[src/shared/modulator_agc_config_pkg.sv]
// Constants for the modulator and AGC configuration block.
// Assumes a 250 MHz pclk and a 32-bit APB register bus.
//
// Overview of operation
// - Full start per sample trims nine cycles.
// - Residual count held at or above floor, or at ceiling if that is lower.
// - Residual count held at or below ceiling.
// - Sequencer gain never exceeds programmed maximum.
// - AGC predict first lowers all channel gains.
// - Flicker data drops and shifts residual bits.
// - AGC time is (count+1)(sample+1) units.
// - Eleven-bit AGC count split over two registers.
package modulator_agc_config_pkg;

  ////////////////////////////////////////////////////////////////////////////
  localparam int unsigned ADDR_W = 12;
  localparam logic [7:0] IDX_RESIDUAL_CFG = 8'ha7;
  localparam logic [7:0] IDX_RSVD_CFG = 8'ha8;
  localparam logic [7:0] IDX_GAIN_LIMITS = 8'ha9;
  localparam logic [7:0] IDX_FLICKER_SHIFT = 8'haa;
  localparam logic [7:0] IDX_AGC_COUNT_LO = 8'hac;
  localparam logic [7:0] IDX_AGC_COUNT_HI = 8'had;
  localparam logic [ADDR_W-1:0] ADDR_RESIDUAL_CFG = {2'b00, IDX_RESIDUAL_CFG, 2'b00};
  localparam logic [ADDR_W-1:0] ADDR_RSVD_CFG = {2'b00, IDX_RSVD_CFG, 2'b00};
  localparam logic [ADDR_W-1:0] ADDR_GAIN_LIMITS = {2'b00, IDX_GAIN_LIMITS, 2'b00};
  localparam logic [ADDR_W-1:0] ADDR_FLICKER_SHIFT = {2'b00, IDX_FLICKER_SHIFT, 2'b00};
  localparam logic [ADDR_W-1:0] ADDR_AGC_COUNT_LO = {2'b00, IDX_AGC_COUNT_LO, 2'b00};
  localparam logic [ADDR_W-1:0] ADDR_AGC_COUNT_HI = {2'b00, IDX_AGC_COUNT_HI, 2'b00};

  ////////////////////////////////////////////////////////////////////////////
  localparam int unsigned FULL_START_BIT = 5;
  localparam int unsigned FLOOR_LSB = 2;
  localparam int unsigned CEIL_LSB = 0;
  localparam int unsigned MAX_GAIN_LSB = 4;
  localparam int unsigned REDUCTION_LSB = 0;
  localparam int unsigned DROP_LSB = 0;
  localparam int unsigned COUNT_HI_LSB = 0;

  ////////////////////////////////////////////////////////////////////////////
  localparam logic [7:0] RESIDUAL_CFG_RST = 8'h03;
  localparam logic [7:0] RSVD_CFG_RST = 8'h01;
  localparam logic [7:0] GAIN_LIMITS_RST = 8'hc4;
  localparam logic [7:0] FLICKER_SHIFT_RST = 8'h00;
  localparam logic [7:0] AGC_COUNT_LO_RST = 8'h00;
  localparam logic [2:0] AGC_COUNT_HI_RST = 3'h0;

  ////////////////////////////////////////////////////////////////////////////
  localparam logic [15:0] FULL_START_SAVING = 16'h0009;
  localparam longint unsigned AGC_UNIT_PS = 1388889;
  localparam longint unsigned CLK_PERIOD_PS = 4000;
  localparam logic [9:0] AGC_UNIT_CYCLES = 10'(AGC_UNIT_PS / CLK_PERIOD_PS);

  typedef enum logic [1:0] {
    AGC_IDLE = 2'b00,
    AGC_REDUCE = 2'b01,
    AGC_MEASURE = 2'b11,
    AGC_DONE = 2'b10
  } agc_state_t;

endpackage

[src/core/modulator_agc_config.sv]
// Modulator residual, gain limit, flicker shift and AGC timing logic.
// Assumes an APB master on pclk and synchronous modulator-side inputs.
//
// Implementation choice: the APB register port.
module modulator_agc_config
  import modulator_agc_config_pkg::*;
#(
  parameter int unsigned NCH = 2,
  parameter int unsigned FLICKER_W = 24,
  parameter int unsigned SAMPLE_TIME_W = 8
) (
  // Clock and reset.
  input wire logic pclk,
  input wire logic presetn,
  // APB slave.
  input wire logic psel,
  input wire logic penable,
  input wire logic pwrite,
  input wire logic [ADDR_W-1:0] paddr,
  input wire logic [31:0] pwdata,
  output logic [31:0] prdata,
  output logic pready,
  output logic pslverr,
  // Sample timing.
  input wire logic [15:0] sample_cycles,
  output logic [15:0] sample_cycles_eff,
  output logic full_start_per_sample,
  // Residual bit limiting.
  input wire logic [2:0] residual_raw,
  output logic [2:0] residual_limited,
  // Channel gains.
  input wire logic [NCH-1:0][3:0] gain_req,
  output logic [NCH-1:0][3:0] gain_applied,
  // AGC sequencing.
  input wire logic agc_predict_req,
  input wire logic [SAMPLE_TIME_W-1:0] sample_time,
  output logic agc_busy,
  output logic agc_predict_start,
  output logic agc_done,
  // Flicker data.
  input wire logic flicker_in_valid,
  input wire logic [FLICKER_W-1:0] flicker_in,
  output logic flicker_out_valid,
  output logic [FLICKER_W-1:0] flicker_out
);

  ////////////////////////////////////////////////////////////////////////////
  // Register storage.
  logic full_start_reg;
  logic [1:0] floor_reg;
  logic [1:0] ceil_reg;
  logic [7:0] rsvd_reg;
  logic [3:0] max_gain_reg;
  logic [3:0] reduction_reg;
  logic [1:0] drop_reg;
  logic [7:0] count_lo_reg;
  logic [2:0] count_hi_reg;
  logic [31:0] rdata_reg;
  logic err_reg;
  logic setup;
  logic wr_en;
  logic hit;
  logic [31:0] rdata_next;

  // Zero wait states: every access phase completes at once.
  assign setup = psel & ~penable;
  assign pready = psel & penable;
  assign wr_en = psel & penable & pwrite;
  assign prdata = rdata_reg;
  assign pslverr = pready & err_reg;

  always_comb begin
    hit = 1'b1;
    rdata_next = 32'h0000_0000;
    if (paddr == ADDR_RESIDUAL_CFG) begin
      rdata_next[FULL_START_BIT] = full_start_reg;
      rdata_next[FLOOR_LSB +: 2] = floor_reg;
      rdata_next[CEIL_LSB +: 2] = ceil_reg;
    end else if (paddr == ADDR_RSVD_CFG) begin
      rdata_next[7:0] = rsvd_reg;
    end else if (paddr == ADDR_GAIN_LIMITS) begin
      rdata_next[MAX_GAIN_LSB +: 4] = max_gain_reg;
      rdata_next[REDUCTION_LSB +: 4] = reduction_reg;
    end else if (paddr == ADDR_FLICKER_SHIFT) begin
      rdata_next[DROP_LSB +: 2] = drop_reg;
    end else if (paddr == ADDR_AGC_COUNT_LO) begin
      rdata_next[7:0] = count_lo_reg;
    end else if (paddr == ADDR_AGC_COUNT_HI) begin
      rdata_next[COUNT_HI_LSB +: 3] = count_hi_reg;
    end else begin
      hit = 1'b0;
    end
  end

  // Read data and error are captured in the setup cycle for the access phase.
  always_ff @(posedge pclk or negedge presetn) begin
    if (!presetn) begin
      rdata_reg <= 32'h0000_0000;
      err_reg <= 1'b0;
    end else if (setup) begin
      rdata_reg <= pwrite ? 32'h0000_0000 : rdata_next;
      err_reg <= ~hit;
    end
  end

  // Residual configuration register.
  always_ff @(posedge pclk or negedge presetn) begin
    if (!presetn) begin
      full_start_reg <= RESIDUAL_CFG_RST[FULL_START_BIT];
      floor_reg <= RESIDUAL_CFG_RST[FLOOR_LSB +: 2];
      ceil_reg <= RESIDUAL_CFG_RST[CEIL_LSB +: 2];
    end else if (wr_en && paddr == ADDR_RESIDUAL_CFG) begin
      full_start_reg <= pwdata[FULL_START_BIT];
      floor_reg <= pwdata[FLOOR_LSB +: 2];
      ceil_reg <= pwdata[CEIL_LSB +: 2];
    end
  end

  // Reserved byte, kept as plain storage.
  always_ff @(posedge pclk or negedge presetn) begin
    if (!presetn) begin
      rsvd_reg <= RSVD_CFG_RST;
    end else if (wr_en && paddr == ADDR_RSVD_CFG) begin
      rsvd_reg <= pwdata[7:0];
    end
  end

  // Gain limit register.
  always_ff @(posedge pclk or negedge presetn) begin
    if (!presetn) begin
      max_gain_reg <= GAIN_LIMITS_RST[MAX_GAIN_LSB +: 4];
      reduction_reg <= GAIN_LIMITS_RST[REDUCTION_LSB +: 4];
    end else if (wr_en && paddr == ADDR_GAIN_LIMITS) begin
      max_gain_reg <= pwdata[MAX_GAIN_LSB +: 4];
      reduction_reg <= pwdata[REDUCTION_LSB +: 4];
    end
  end

  // Flicker shift register.
  always_ff @(posedge pclk or negedge presetn) begin
    if (!presetn) begin
      drop_reg <= FLICKER_SHIFT_RST[DROP_LSB +: 2];
    end else if (wr_en && paddr == ADDR_FLICKER_SHIFT) begin
      drop_reg <= pwdata[DROP_LSB +: 2];
    end
  end

  // AGC sample count, split over two addresses.
  always_ff @(posedge pclk or negedge presetn) begin
    if (!presetn) begin
      count_lo_reg <= AGC_COUNT_LO_RST;
      count_hi_reg <= AGC_COUNT_HI_RST;
    end else if (wr_en && paddr == ADDR_AGC_COUNT_LO) begin
      count_lo_reg <= pwdata[7:0];
    end else if (wr_en && paddr == ADDR_AGC_COUNT_HI) begin
      count_hi_reg <= pwdata[COUNT_HI_LSB +: 3];
    end
  end

  ////////////////////////////////////////////////////////////////////////////
  // Sample length with optional full start per sample.
  assign full_start_per_sample = full_start_reg;

  always_ff @(posedge pclk or negedge presetn) begin
    if (!presetn) begin
      sample_cycles_eff <= 16'h0000;
    end else if (!full_start_reg) begin
      sample_cycles_eff <= sample_cycles;
    end else if (sample_cycles > FULL_START_SAVING) begin
      sample_cycles_eff <= sample_cycles - FULL_START_SAVING;
    end else begin
      sample_cycles_eff <= 16'h0000;
    end
  end

  ////////////////////////////////////////////////////////////////////////////
  // Residual bit limiting; the ceiling is applied last.
  logic [2:0] floor_bits;
  logic [2:0] ceil_bits;
  logic [2:0] floored;

  assign floor_bits = {1'b0, floor_reg};
  assign ceil_bits = 3'({1'b0, ceil_reg} + 3'h1);
  assign floored = (residual_raw < floor_bits) ? floor_bits : residual_raw;

  always_ff @(posedge pclk or negedge presetn) begin
    if (!presetn) begin
      residual_limited <= 3'h0;
    end else begin
      residual_limited <= (floored > ceil_bits) ? ceil_bits : floored;
    end
  end

  ////////////////////////////////////////////////////////////////////////////
  // AGC sequencer: reduce gains, then time the prediction measurement.
  agc_state_t state_reg;
  agc_state_t state_next;
  logic [9:0] unit_cnt_reg;
  logic [SAMPLE_TIME_W-1:0] step_cnt_reg;
  logic [10:0] samp_cnt_reg;
  logic [10:0] agc_count;
  logic unit_last;
  logic step_last;
  logic samp_last;

  assign agc_count = {count_hi_reg, count_lo_reg};
  assign unit_last = unit_cnt_reg == AGC_UNIT_CYCLES - 10'h001;
  assign step_last = step_cnt_reg == sample_time;
  assign samp_last = samp_cnt_reg == agc_count;

  always_comb begin
    state_next = state_reg;
    case (state_reg)
      AGC_IDLE: begin
        if (agc_predict_req) begin
          state_next = AGC_REDUCE;
        end
      end
      AGC_REDUCE: begin
        state_next = AGC_MEASURE;
      end
      AGC_MEASURE: begin
        if (unit_last && step_last && samp_last) begin
          state_next = AGC_DONE;
        end
      end
      default: begin
        state_next = AGC_IDLE;
      end
    endcase
  end

  always_ff @(posedge pclk or negedge presetn) begin
    if (!presetn) begin
      state_reg <= AGC_IDLE;
    end else begin
      state_reg <= state_next;
    end
  end

  // Nested counters: unit cycles, then sample time steps, then samples.
  always_ff @(posedge pclk or negedge presetn) begin
    if (!presetn) begin
      unit_cnt_reg <= 10'h000;
      step_cnt_reg <= '0;
      samp_cnt_reg <= 11'h000;
    end else if (state_reg != AGC_MEASURE) begin
      unit_cnt_reg <= 10'h000;
      step_cnt_reg <= '0;
      samp_cnt_reg <= 11'h000;
    end else if (!unit_last) begin
      unit_cnt_reg <= unit_cnt_reg + 10'h001;
    end else begin
      unit_cnt_reg <= 10'h000;
      if (!step_last) begin
        step_cnt_reg <= step_cnt_reg + SAMPLE_TIME_W'(1);
      end else begin
        step_cnt_reg <= '0;
        samp_cnt_reg <= samp_cnt_reg + 11'h001;
      end
    end
  end

  // Status outputs decode the state register directly.
  assign agc_busy = state_reg != AGC_IDLE;
  assign agc_predict_start = state_reg == AGC_REDUCE;
  assign agc_done = state_reg == AGC_DONE;

  ////////////////////////////////////////////////////////////////////////////
  // Per-channel gain limit and AGC reduction.
  // Gains stay reduced until idle, but never exceed a lowered maximum.
  for (genvar ch = 0; ch < NCH; ch++) begin : g_gain
    logic [3:0] capped;
    assign capped = (gain_req[ch] > max_gain_reg) ? max_gain_reg : gain_req[ch];
    always_ff @(posedge pclk or negedge presetn) begin
      if (!presetn) begin
        gain_applied[ch] <= 4'h0;
      end else if (state_reg == AGC_IDLE) begin
        gain_applied[ch] <= capped;
      end else if (state_reg == AGC_REDUCE) begin
        gain_applied[ch] <= (capped > reduction_reg) ? capped - reduction_reg : 4'h0;
      end else if (gain_applied[ch] > max_gain_reg) begin
        gain_applied[ch] <= max_gain_reg;
      end
    end
  end

  ////////////////////////////////////////////////////////////////////////////
  // Flicker residual drop and shift.
  always_ff @(posedge pclk or negedge presetn) begin
    if (!presetn) begin
      flicker_out <= '0;
      flicker_out_valid <= 1'b0;
    end else begin
      flicker_out_valid <= flicker_in_valid;
      if (flicker_in_valid) begin
        flicker_out <= flicker_in >> drop_reg;
      end
    end
  end

endmodule

[config.mk]
export PLATFORM = sky130hd
export DESIGN_NAME = modulator_agc_config
export DESIGN_NICKNAME = d
export VERILOG_FILES = /design/src/shared/modulator_agc_config_pkg.sv /design/src/core/modulator_agc_config.sv
export SDC_FILE = /design/constraint.sdc
export NUM_CORES = 1
export LEC_CHECK = 0
export BUFFER_PORTS_ARGS = -buffer_cell sky130_fd_sc_hd__buf_4
export CORE_ASPECT_RATIO = 1.1
export CORE_MARGIN = 2
export CORE_UTILIZATION = 40
export DETAILED_ROUTE_END_ITERATION = 12
export MAX_ROUTING_LAYER = met4
export SLEW_MARGIN = 10
export SYNTH_ARGS = -nofsm -noshare
export SYNTH_HDL_FRONTEND = slang
export SYNTH_SLANG_ARGS = --single-unit
[constraint.sdc]
create_clock -name pclk -period 8.4 [get_ports pclk]
set_input_delay 0.42 -clock pclk [delete_from_list [all_inputs] [get_ports pclk]]
set_output_delay 0.42 -clock pclk [all_outputs]
set_load 0.05 [all_outputs]
==> results.yml, run 1 <==
outcome:
  status: "finished clean"
grt:
  vias_in_the_first_global_route: 5674
  grt_max_degree: 45
  track_usage_pct: 19.01
  number_of_antenna_violations_at_the_first_check_in_global_routing: 0
  grt_overflow: 0
  grt_pass1_wl_um: 29330
flow_run:
  maxCapViolations: 0
synth:
  syn-mean-instance-area_um2: 10.81
  yosys.area_share.xor_xnor_pct: 4.545
  post_synth_mux_area_share_pct: 17.43
  synth-compound-area-share_pct: 10.86
  synth_cell_type_count: 71
  post_synth_instance_area_mm2: 0.007709
  post_synth_top_area_share_pct: 38.95
  synth_top_area_cell: "dfrtp_1"
  yosysWarningCount: 0
  postSynthRegisterBits: 126
  synth_top_family_by_area: "multiplexers"
  synth-edff-count: 0
  synth.area.top_cells: "dfrtp_1 39%, mux2_2 9.9%, ha_1 5.7%"
  synth_seq_area_share_pct: 41.00
  synth_simple_gate_area_share_pct: 14.85
  synthCells: 713
  post_synthesis_share_of_cell_area_spent_on_full_adders_half_adders_and_majority_gates_pct: 6.200
  synth_async_sr_flop_share_pct: 100.0
  dominant_synthesized_flop_cell: "dfrtp_1"
route:
  vias: 5942
  drt-wirelength-per-cell_um: 16.32
  drt_drc_violations_left: 0
  drt_iter0_drc: 228
  drtAntennaViolNets: 0
  wirelength_um: 18310
  firstDrtPassIters: 4
  post_drt_via_cell_ratio: 5.296
pwr:
  cellPowerDensity_mw_per_mm2: 208.3
  leakage_nw: 4.317
  overall_power_mw: 2.009
  vdd_drop_max_uv: 137.5
floorplan:
  die_height_um: 149.6
  rows: 53
  pin_count: 200
  die-area_mm2: 0.02040
  die_w_um: 136.4
  initial_utilization_pct: 40.50
  core_area_mm2: 0.01903
cts:
  clk_path_buf_depth: 2
  clock-root-buffer: "clkbuf_16"
  cts.sink_count: 126
  tritoncts_clock_tree: "yes"
  post_cts_resized: 0
  clk_transition_reported_paths_ns: 0.06
  cts_inserted_buffers: 17
  clock_insertion_delay_worst_skew_ns: 0.42
  htree_levels: 4
cells_and_area:
  post_route_cells_drive_above_1_share_pct: 34.06
  layout.cells.most_common: "buf_4"
  layoutNonFillerInstCount: 1122
  largest_register_ffs: 24
  antenna_cells: 0
  mostFrequentLayoutCells: "154 x buf_4, 120 x dfrtp_1, 68 x mux2_2"
  layout-area-overhead-vs-synth_pct: 25.11
  fin_nets: 1009
worst_setup_path:
  setup.worst_path.start_class: "flop"
  critical_path.top_delay_family: "compound AO/OA/AOI/OAI gates"
  r2r_end: "gain_applied[1]"
  critPathBufInv: 2
  critical_path_cell_by_cell: "inv_1 > ha_1 > nand4_1 > o21ai_0 > a21oi_1 > mux2i_1 > ha_1 > inv_1 > fa_1 > a211o_1 > o211ai_1 > a41oi_1 > a221oi_1 > a221oi_1"
  critical_path.max_fanout: 7
  timing.setup.critical_path_class: "reg -> reg"
  regToRegStartpoint: "max_gain_reg[3]"
  r2r_cells: 14
  critPathMaxStageDelay_ns: 0.55
  worstPathRequired_ns: 8.65
  critPathArrivalTime_ns: 4.03
  timing.critical_path.slowest_stage_cell: "dfstp_2"
  end_kind: "flop"
  reg2reg_slack_ns: 4.62
sta:
  rsz_0062_raised_after_global_routing: "no"
  tns_ns: 0
  final_critical_path_time_including_i_o_delays_and_setup_ns: 3.782
  period_share_pct: 45.02
  timing.final.hold_violations: 0
  fmaxAchievable_ghz: 0.2644
  timing.slew.headroom_pct: 27.84
  timing_max_transition_violations_final: 0
  report.final.setup_viol: 0
  max_slew.worst_pin.slew_ns: 1.082
  fin_worst_skew_ns: 0.01223
hold_path:
  whs_path_depth: 3
  timing.hold.worst_endpoint: "sample_cycles_eff[4]"
  timing.hold.worst.start: "sample_cycles[4]"
  worst_hold_path_class: "in -> reg"
placed_design:
  place.port_buffers: 151
  place.detailed.instances: 1089
  gp_congestion: 0.8163
  dp_hpwl_um: 13820
## Yosys cell counts (3+ instances only)
cell type / n
nor2b_1: 12
or4_1: 7
a211oi_1: 7
mux2i_1: 15
nor2_1: 50
o211ai_1: 5
buf_2: 3
a21o_1: 4
nand3_1: 17
nor3_1: 5
nand4_1: 12
mux4_2: 19
nand2b_1: 11
a22o_1: 3
nand2_1: 43
a21oi_1: 27
dfstp_2: 6
or3_1: 8
o21a_1: 6
o21ai_0: 33
mux2_2: 68
a31oi_1: 7
a221oi_1: 3
o31ai_1: 7
dfrtp_1: 120
clkbuf_1: 17
nor4_1: 3
and3_1: 6
o2111ai_1: 3
xnor2_1: 21
ha_1: 35
inv_1: 28
and2_1: 4
nand3b_1: 4
o221a_2: 3
o22ai_1: 4
buf_1: 3
buf_4: 24
xor2_1: 19
## layout make-up
class | count | area, µm²
Fill cell | 1739 | 9388
Sequential cell | 126 | 3161
Clock inverter | 14 | 216.5
Tap cell | 247 | 309.0
Multi-Input combinational cell | 533 | 4244
Clock buffer | 18 | 439.2
Timing Repair Buffer | 155 | 1166
Inverter | 29 | 108.9
## stage by stage
| stage | hold slack, ns | cell area, µm² | worst slack (ns) | utilization (%) |
|---|---|---|---|---|
| after floorplan | 0.1244 | 7795 | 5.156 | - |
| after global placement | 0.4472 | 8979 | 4.683 | 47.18 |
| after detailed placement | 0.4505 | 8979 | 4.653 | 47.18 |
| after CTS | 0.2112 | 9644 | 4.651 | 50.67 |
| after global routing | 0.2205 | 9644 | 4.316 | 50.67 |
| final | 0.2280 | 9644 | 4.618 | 50.67 |
## timing repair
item / 4_1_cts / 5_1_grt
endpoints found under the hold margin: 2 / 0
endpoints found under the setup margin: 0 / 0
setup buffers: 0 / 0
hold buffers: 1 / 0
## worst max-delay path by stage
| stage | startpoint | endpoint | slack, ns | cells past startpoint |
|---|---|---|---|---|
| 2_1_floorplan | max_gain_reg[3] | gain_applied[1] | 5.16 | 14 |
| 3_3_place_gp | max_gain_reg[1] | gain_applied[1] | 4.68 | 14 |
| 5_1_grt | max_gain_reg[1] | gain_applied[1] | 4.32 | 14 |
| 3_5_place_dp | max_gain_reg[3] | gain_applied[1] | 4.65 | 14 |
| 4_1_cts | max_gain_reg[1] | gain_applied[1] | 4.65 | 14 |
| 6_report | max_gain_reg[3] | gain_applied[1] | 4.62 | 14 |
## metal layers
metal / part of all wire [%] / GRT usage [%]
met2: 50 / 30.03
met5: 0 / -
met3: 4.5 / 4.201
met4: 1.3 / 6.458
met1: 44 / 24.23
## cells by family (layout without fill, tap and decap cells)
logic type / after synthesis / in the layout
other: 1 / 24
muxes: 102 / 102
and+or+nand+nor: 203 / 203
adders and majority gates: 37 / 37
xor gates and xnor gates: 40 / 40
buffers and inverters: 77 / 216
AOI/OAI and AO/OA: 127 / 127
DFF: 126 / 126
## tightest hold or removal path, delay by kind of cell
| kind | cells | cell delay (ns) |
|---|---|---|
| AOI/OAI and AO/OA | 1 | 0.05 |
| buffers and inverters | 1 | 0.09 |
| and+or+nand+nor | 1 | 0.04 |
## power breakdown
part           leakage [nW]  total (mW)  internal [mW]  switching, mW
registers              1.61       0.705          0.659         0.0461
logic                  2.40       0.491          0.187          0.304
clock network         0.308       0.813          0.534          0.279
No activity file was read; power rests on OpenSTA's default activity.
==> run 2, diff against run 1 <==
- ABC_AREA: not set -> 1
- PLACE_DENSITY: not set -> 0.65
- clock period: 8.4 -> 3.4 ns (I/O delays scaled with it)
==> run 2 against run 1 <==
  * Highest routed layer unchanged
  * Routed wire length rose by 11%
  * Combinational power grew 90%
  * Final cell count rose by 34%
  * Design area is 2.5% higher
  * Setup slack got worse by 4.2 ns
  * Critical endpoint is now gain_applied[0]
  * Die area up 3.8%
  * Sequential share of layout area decreased by 0.81 points
  * Worst hold slack got worse by 0.22 ns
  * Non-clock buffer count is 7 higher
  * Synthesized cell count grew 53%
  * Clock-buffer cell count up 4
  * Synthesized area increased by 3.9%
==> results.yml, run 2 <==
synth:
  yosys.area_share.xor_xnor_pct: 4.591
  synth_top_family_by_area: "simple AND/OR/NAND/NOR gates"
  post_synth_mux_area_share_pct: 0.1249
  postSynthRegisterBits: 126
  synth.area.top_cells: "dfrtp_1 37%, nand2_1 17%, inv_1 5.5%"
  post_synth_instance_area_mm2: 0.008013
  synth-edff-count: 0
  synthCells: 1089
  synth_simple_gate_area_share_pct: 31.54
  synth_top_area_cell: "dfrtp_1"
  synth_async_sr_flop_share_pct: 100.0
  synth_cell_type_count: 41
  synth_commonest_cells: "356 x nand2_1, 120 x dfrtp_1, 118 x inv_1"
  synth-compound-area-share_pct: 8.417
  syn-mean-instance-area_um2: 7.358
  yosysWarningCount: 0
  dominant_synthesized_flop_cell: "dfrtp_1"
  post_synth_top_area_share_pct: 37.48
  post_synthesis_share_of_cell_area_spent_on_full_adders_half_adders_and_majority_gates_pct: 5.965
  synth_seq_area_share_pct: 39.44
  most_repeated_cell_in_the_gate_level_netlist_after_synthesis: "nand2_1"
sta:
  timing.final.hold_violations: 0
  timing_max_transition_violations_final: 0
  period_share_pct: 88.39
  final_critical_path_setup_slack_ns: 0.3947
  fmaxAchievable_ghz: 0.3327
  fin_worst_skew_ns: 0.007251
  max_slew.worst_pin.slew_ns: 1.145
  timing.slew.headroom_pct: 23.38
  tns_ns: 0
  finalHoldWorstSlack_ns: 0.004109
  report.final.setup_viol: 0
  final_critical_path_time_including_i_o_delays_and_setup_ns: 3.005
  rsz_0062_raised_after_global_routing: "no"
pwr:
  vdd_drop_max_uv: 329.4
  cellPowerDensity_mw_per_mm2: 443.0
  leakage_nw: 5.143
placed_design:
  place.port_buffers: 151
  pre_cts_ws_ns: 0.4296
  gp_congestion: 0.9099
  dp_hpwl_um: 15090
worst_setup_path:
  critPathArrivalTime_ns: 3.32
  setup.worst_path.start_class: "flop"
  r2r_cells: 17
  regToRegStartpoint: "max_gain_reg[2]"
  critPathMaxStageDelay_ns: 0.58
  critPathBufInv: 3
  end_kind: "flop"
  timing.critical_path.slowest_stage_cell: "dfstp_2"
  critical_path_cell_by_cell: "inv_1 > ha_1 > nand2_1 > o21ai_1 > nand2_1 > o21ai_1 > ha_1 > inv_1 > fa_1 > nand3_1 > nand2_1 > nand3_1 > o21ai_0 > nand2_1 > inv_1 > nand2_1 > nand2_1"
  worstPathRequired_ns: 3.71
  reg2reg_slack_ns: 0.39
  critical_path.max_fanout: 5
  critical_path.top_delay_family: "adder cells"
  critical_path.most_common_cell: "nand2_1"
  timing.setup.critical_path_class: "reg -> reg"
  r2r_end: "gain_applied[0]"
floorplan:
  die-area_mm2: 0.02118
  core_area_mm2: 0.01973
  die_w_um: 138.9
  rows: 54
  initial_utilization_pct: 40.61
  die_height_um: 152.4
  pin_count: 200
cts:
  tritoncts_clock_tree: "yes"
  cts.sink_count: 126
  htree_levels: 4
  clk_transition_reported_paths_ns: 0.06
  clk_path_buf_depth: 2
  cts_inserted_buffers: 17
  clock-root-buffer: "clkbuf_16"
  post_cts_resized: 0
  clock_insertion_delay_worst_skew_ns: 0.42
  cts-hold-fix-buffers: 7
  number_of_post_cts_setup_repair_buffers: 0
outcome:
  status: "finished clean"
cells_and_area:
  layout.area.seq_mm2: 0.003161
  layout-area-overhead-vs-synth_pct: 23.42
  largest_register_ffs: 24
  post_route_cells_drive_above_1_share_pct: 16.65
  num-fill-cells: 1964
  layout.cells.most_common: "nand2_1"
  mostFrequentLayoutCells: "356 x nand2_1, 154 x buf_4, 120 x dfrtp_1"
  antenna_cells: 0
  multi_input_comb_area_mm2: 0.004148
  fin_nets: 1389
route:
  drt_iter0_drc: 564
  drtAntennaViolNets: 0
  drt_drc_violations_left: 0
  post_drt_via_cell_ratio: 4.860
  drt-wirelength-per-cell_um: 13.51
  vias: 7324
  firstDrtPassIters: 5
  wirelength_um: 20360
hold_path:
  whs_path_depth: 3
  timing.hold.worst_endpoint: "residual_limited[2]"
  worst_hold_path_class: "in -> reg"
  timing.hold.worst.start: "residual_raw[2]"
grt:
  vias_in_the_first_global_route: 6861
  grt_pass1_wl_um: 33870
  track_usage_pct: 20.08
  grt_overflow: 0
  number_of_antenna_violations_at_the_first_check_in_global_routing: 0
  grt_max_degree: 60
flow_run:
  maxCapViolations: 0
run 2: cell count changes in the layout (fill, tap and decap cells not counted), moves of 19 or more:
cell,before,now
nand2_1,43,356
inv_1,28,118
mux2_2,68,0
nand3_1,17,80
nor2_1,50,89
o21ai_0,33,69
mux4_2,19,0
run 2: cells by family after synthesis:
kind of cell | count (synthesis)
adder cells (fa/ha/maj) | 37
AO/OA/AOI/OAI | 122
other | 1
flip-flops | 126
AND/OR/NAND/NOR | 589
buffers and inverters | 171
multiplexers | 1
XOR/XNOR | 42
run 2: worst register-to-register path, cell delays in order, from the launching register on:
cell and delay, ns:
dfstp_2 0.58, inv_1 0.14, ha_1 0.32, nand2_1 0.05, o21ai_1 0.25, nand2_1 0.17, o21ai_1 0.20, ha_1 0.17
inv_1 0.06, fa_1 0.40, nand3_1 0.09, nand2_1 0.05, nand3_1 0.10, o21ai_0 0.10, nand2_1 0.09, inv_1 0.04
nand2_1 0.05, nand2_1 0.04
run 2: worst max path at each step:
stage	endpoint	cells past startpoint	startpoint	slack, ns
6_report	gain_applied[0]	17	max_gain_reg[2]	0.39
5_1_grt	gain_applied[0]	17	max_gain_reg[2]	0.12
4_1_cts	gain_applied[3]	17	max_gain_reg[2]	0.42
3_5_place_dp	gain_applied[3]	17	max_gain_reg[2]	0.43
3_3_place_gp	gain_applied[3]	17	max_gain_reg[3]	0.50
2_1_floorplan	gain_applied[7]	18	max_gain_reg[3]	0.58
run 2: report_power, final:
group          switching [mW]  internal (mW)  leakage [nW]
Sequential             0.0693           1.59          1.63
Clock                   0.688           1.10         0.267
Combinational           0.636          0.299          3.25
run 2: routing by layer:
layer / GRT usage, % / up-vias / routed length (µm)
met5: - / - / 0
met4: 5.964 / 0 / 278
met3: 3.551 / 23 / 989
met2: 31.01 / 198 / 9344
met1: 27.20 / 3339 / 9748
li1: - / 3764 / -
run 2: final cells by class:
cell class / instances / share of cell area (%)
multi-input cells: 815 / 41.94
flip-flops and latches: 126 / 31.96
repair buffers: 162 / 12.60
clock buffers: 22 / 4.593
inverters: 120 / 4.567
well taps: 252 / 3.188
clock inverters: 10 / 1.151
run 2: through the flow:
stage | util (%) | area (µm²) | power (mW) | std cells
3_5_place_dp | 46.89 | 9251 | 2.620 | 1468
3_3_place_gp | 46.89 | 9251 | 2.611 | 1468
4_1_cts | 50.13 | 9889 | 4.426 | 1507
5_1_grt | 50.13 | 9889 | 4.591 | 1507
6_report | 50.13 | 9889 | 4.381 | 1507
2_1_floorplan | - | 8099 | 2.319 | 1112
==> run 3, diff against run 2 <==
- ABC_AREA: 1 -> not set
- CORE_UTILIZATION: 40 -> 35
- PLACE_DENSITY: 0.65 -> not set
==> run 3 against run 2 <==
  * Worst hold slack gained 0.012 ns
  * Largest power group unchanged
  * Final cell count shrank 21%
  * Global-route usage shrank 3.2 points
  * Core utilization shrank 3.9 points
  * Design area grew 0.18%
  * Critical endpoint is now gain_applied[1]
  * Via count shrank 19%
  * Setup slack lost 0.28 ns
  * Clock-buffer cell count is the same
  * Sequential power grew 5%
  * Clock skew grew 0.0019 ns
  * Critical path type unchanged
  * Combinational power grew 32%
  * Total power grew 13%
==> results.yml, run 3 (synthesis results as in run 1) <==
sta:
  final_critical_path_time_including_i_o_delays_and_setup_ns: 3.288
  max_slew.worst_pin.slew_ns: 0.7015
  final_critical_path_setup_slack_ns: 0.1123
  timing.slew.headroom_pct: 53.23
  fin_worst_skew_ns: 0.009145
  timing_max_transition_violations_final: 0
  fmaxAchievable_ghz: 0.3042
  rsz_0062_raised_after_global_routing: "yes"
  timing.final.hold_violations: 0
  report.final.setup_viol: 0
  period_share_pct: 96.70
worst_setup_path:
  timing.setup.critical_path_class: "reg -> reg"
  setup.worst_path.end: "gain_applied[1]"
  timing.critical_path.slowest_stage_cell: "dfstp_2"
  r2r_end: "gain_applied[1]"
  critical_path.max_fanout: 4
  critical_path_cell_by_cell: "inv_2 > ha_1 > nand4_1 > o21ai_1 > a21oi_2 > mux2i_2 > ha_2 > inv_1 > fa_2 > a211o_1 > o211ai_1 > a41oi_1 > a221oi_1 > a221oi_1"
  critPathMaxStageDelay_ns: 0.56
  r2r_cells: 14
  critical_path.most_common_cell: "a221oi_1"
  regToRegStartpoint: "max_gain_reg[3]"
  cp.depth: 14
  critical_path.top_delay_family: "compound AO/OA/AOI/OAI gates"
  setup.worst_path.start_class: "flop"
  critPathArrivalTime_ns: 3.55
  worstPathRequired_ns: 3.66
  critPathBufInv: 2
  first_element_of_the_critical_path: "max_gain_reg[3]"
  reg2reg_slack_ns: 0.11
  end_kind: "flop"
placed_design:
  gp_congestion: 0.8609
  dp_hpwl_um: 14270
  place.port_buffers: 151
  pre_cts_ws_ns: 0.04497
  placed_area_mm2: 0.009128
grt:
  grt_pass1_wl_um: 30780
  vias_in_the_first_global_route: 5838
  grt_max_degree: 53
  number_of_antenna_violations_at_the_first_check_in_global_routing: 0
  track_usage_pct: 16.90
  grt_overflow: 0
pwr:
  cellPowerDensity_mw_per_mm2: 499.8
  vdd_drop_max_uv: 350.3
  overall_power_mw: 4.951
  leakage_nw: 4.416
floorplan:
  die-area_mm2: 0.02323
  core_area_mm2: 0.02144
  pin_count: 200
  rows: 56
  die_height_um: 159.7
  die_w_um: 145.5
  initial_utilization_pct: 35.95
cells_and_area:
  layout.cells.most_common: "buf_4"
  post_route_cells_drive_above_1_share_pct: 35.87
  layout-area-overhead-vs-synth_pct: 28.52
  finalCoreUtilization_pct: 46.21
  layout.cell_area.non_filler_mm2: 0.009907
  fin_nets: 1029
  mostFrequentLayoutCells: "166 x buf_4, 120 x dfrtp_1, 68 x mux2_2"
  antenna_cells: 0
  largest_register_ffs: 24
cts:
  clock_insertion_delay_worst_skew_ns: 0.42
  cts.sink_count: 126
  cts_inserted_buffers: 17
  clock-root-buffer: "clkbuf_16"
  tritoncts_clock_tree: "yes"
  clk_transition_reported_paths_ns: 0.06
  htree_levels: 4
  clk_path_buf_depth: 2
route:
  wirelength_um: 18930
  drtAntennaViolNets: 0
  firstDrtPassIters: 4
  drt-wirelength-per-cell_um: 15.97
  drt_drc_violations_left: 0
  post_drt_via_cell_ratio: 4.999
  vias: 5924
  drt_iter0_drc: 243
flow_run:
  maxCapViolations: 0
hold_path:
  whs_path_depth: 3
  timing.hold.worst.start: "sample_cycles[15]"
  worst_hold_path_class: "in -> reg"
outcome:
  status: "finished clean"
[run 3: area by class of cell]
type | instances | area [µm²]
fillers | 2048 | 11530
multi-input cells | 533 | 4285
flip-flops and latches | 126 | 3161
repair buffers | 175 | 1346
clock buffers | 22 | 484.2
well taps | 290 | 362.8
clock inverters | 10 | 158.9
inverters | 29 | 108.9
[run 3: where the power goes]
part,internal (mW),total (mW),switching (mW)
clock,1.30,1.97,0.670
sequential,1.63,1.75,0.119
combinational,0.477,1.23,0.757
total,3.41,4.95,1.55
[run 3: worst min-delay path, stage by stage]
cell	delay, ns
buf_4	0.09
xor2_1	0.06
nor2_1	0.08
[run 3: stage by stage]
stage / setup TNS, ns / hold WS [ns] / cells
2_1_floorplan: 0 / -0.1256 / 736
3_3_place_gp: 0 / 0.2669 / 1143
5_1_grt: -0.1082 / 0.01743 / 1185
3_5_place_dp: 0 / 0.2799 / 1143
6_report: 0 / 0.01651 / 1185
4_1_cts: 0 / 0.004641 / 1183
[run 3: worst min-delay path by stage]
stage / endpoint / slack, ns
finish: sample_cycles_eff[15] / 0.02
global route: max_gain_reg[0] / 0.02
CTS: sample_cycles_eff[15] / 0.005
detailed placement: sample_cycles_eff[11] / 0.28
global placement: sample_cycles_eff[11] / 0.27
floorplan: count_hi_reg[0] / -0.13
[run 3: metal layers]
| metal | up-vias | track usage [%] | share of wire (%) |
|---|---|---|---|
| li1 | 2917 | - | - |
| met1 | 2844 | 21.52 | 45 |
| met2 | 134 | 26.60 | 49 |
| met3 | 29 | 3.771 | 4.4 |
| met4 | 0 | 5.971 | 2.2 |
| met5 | - | - | 0 |
[run 3: repair_timing]
| item | in CTS | in global routing |
|---|---|---|
| setup buffers | 0 | 2 |
| gates resized for setup | 0 | 13 |
| hold endpoints to repair | 54 | 0 |
| setup endpoints to repair | 0 | 6 |
| hold buffers | 8 | 0 |
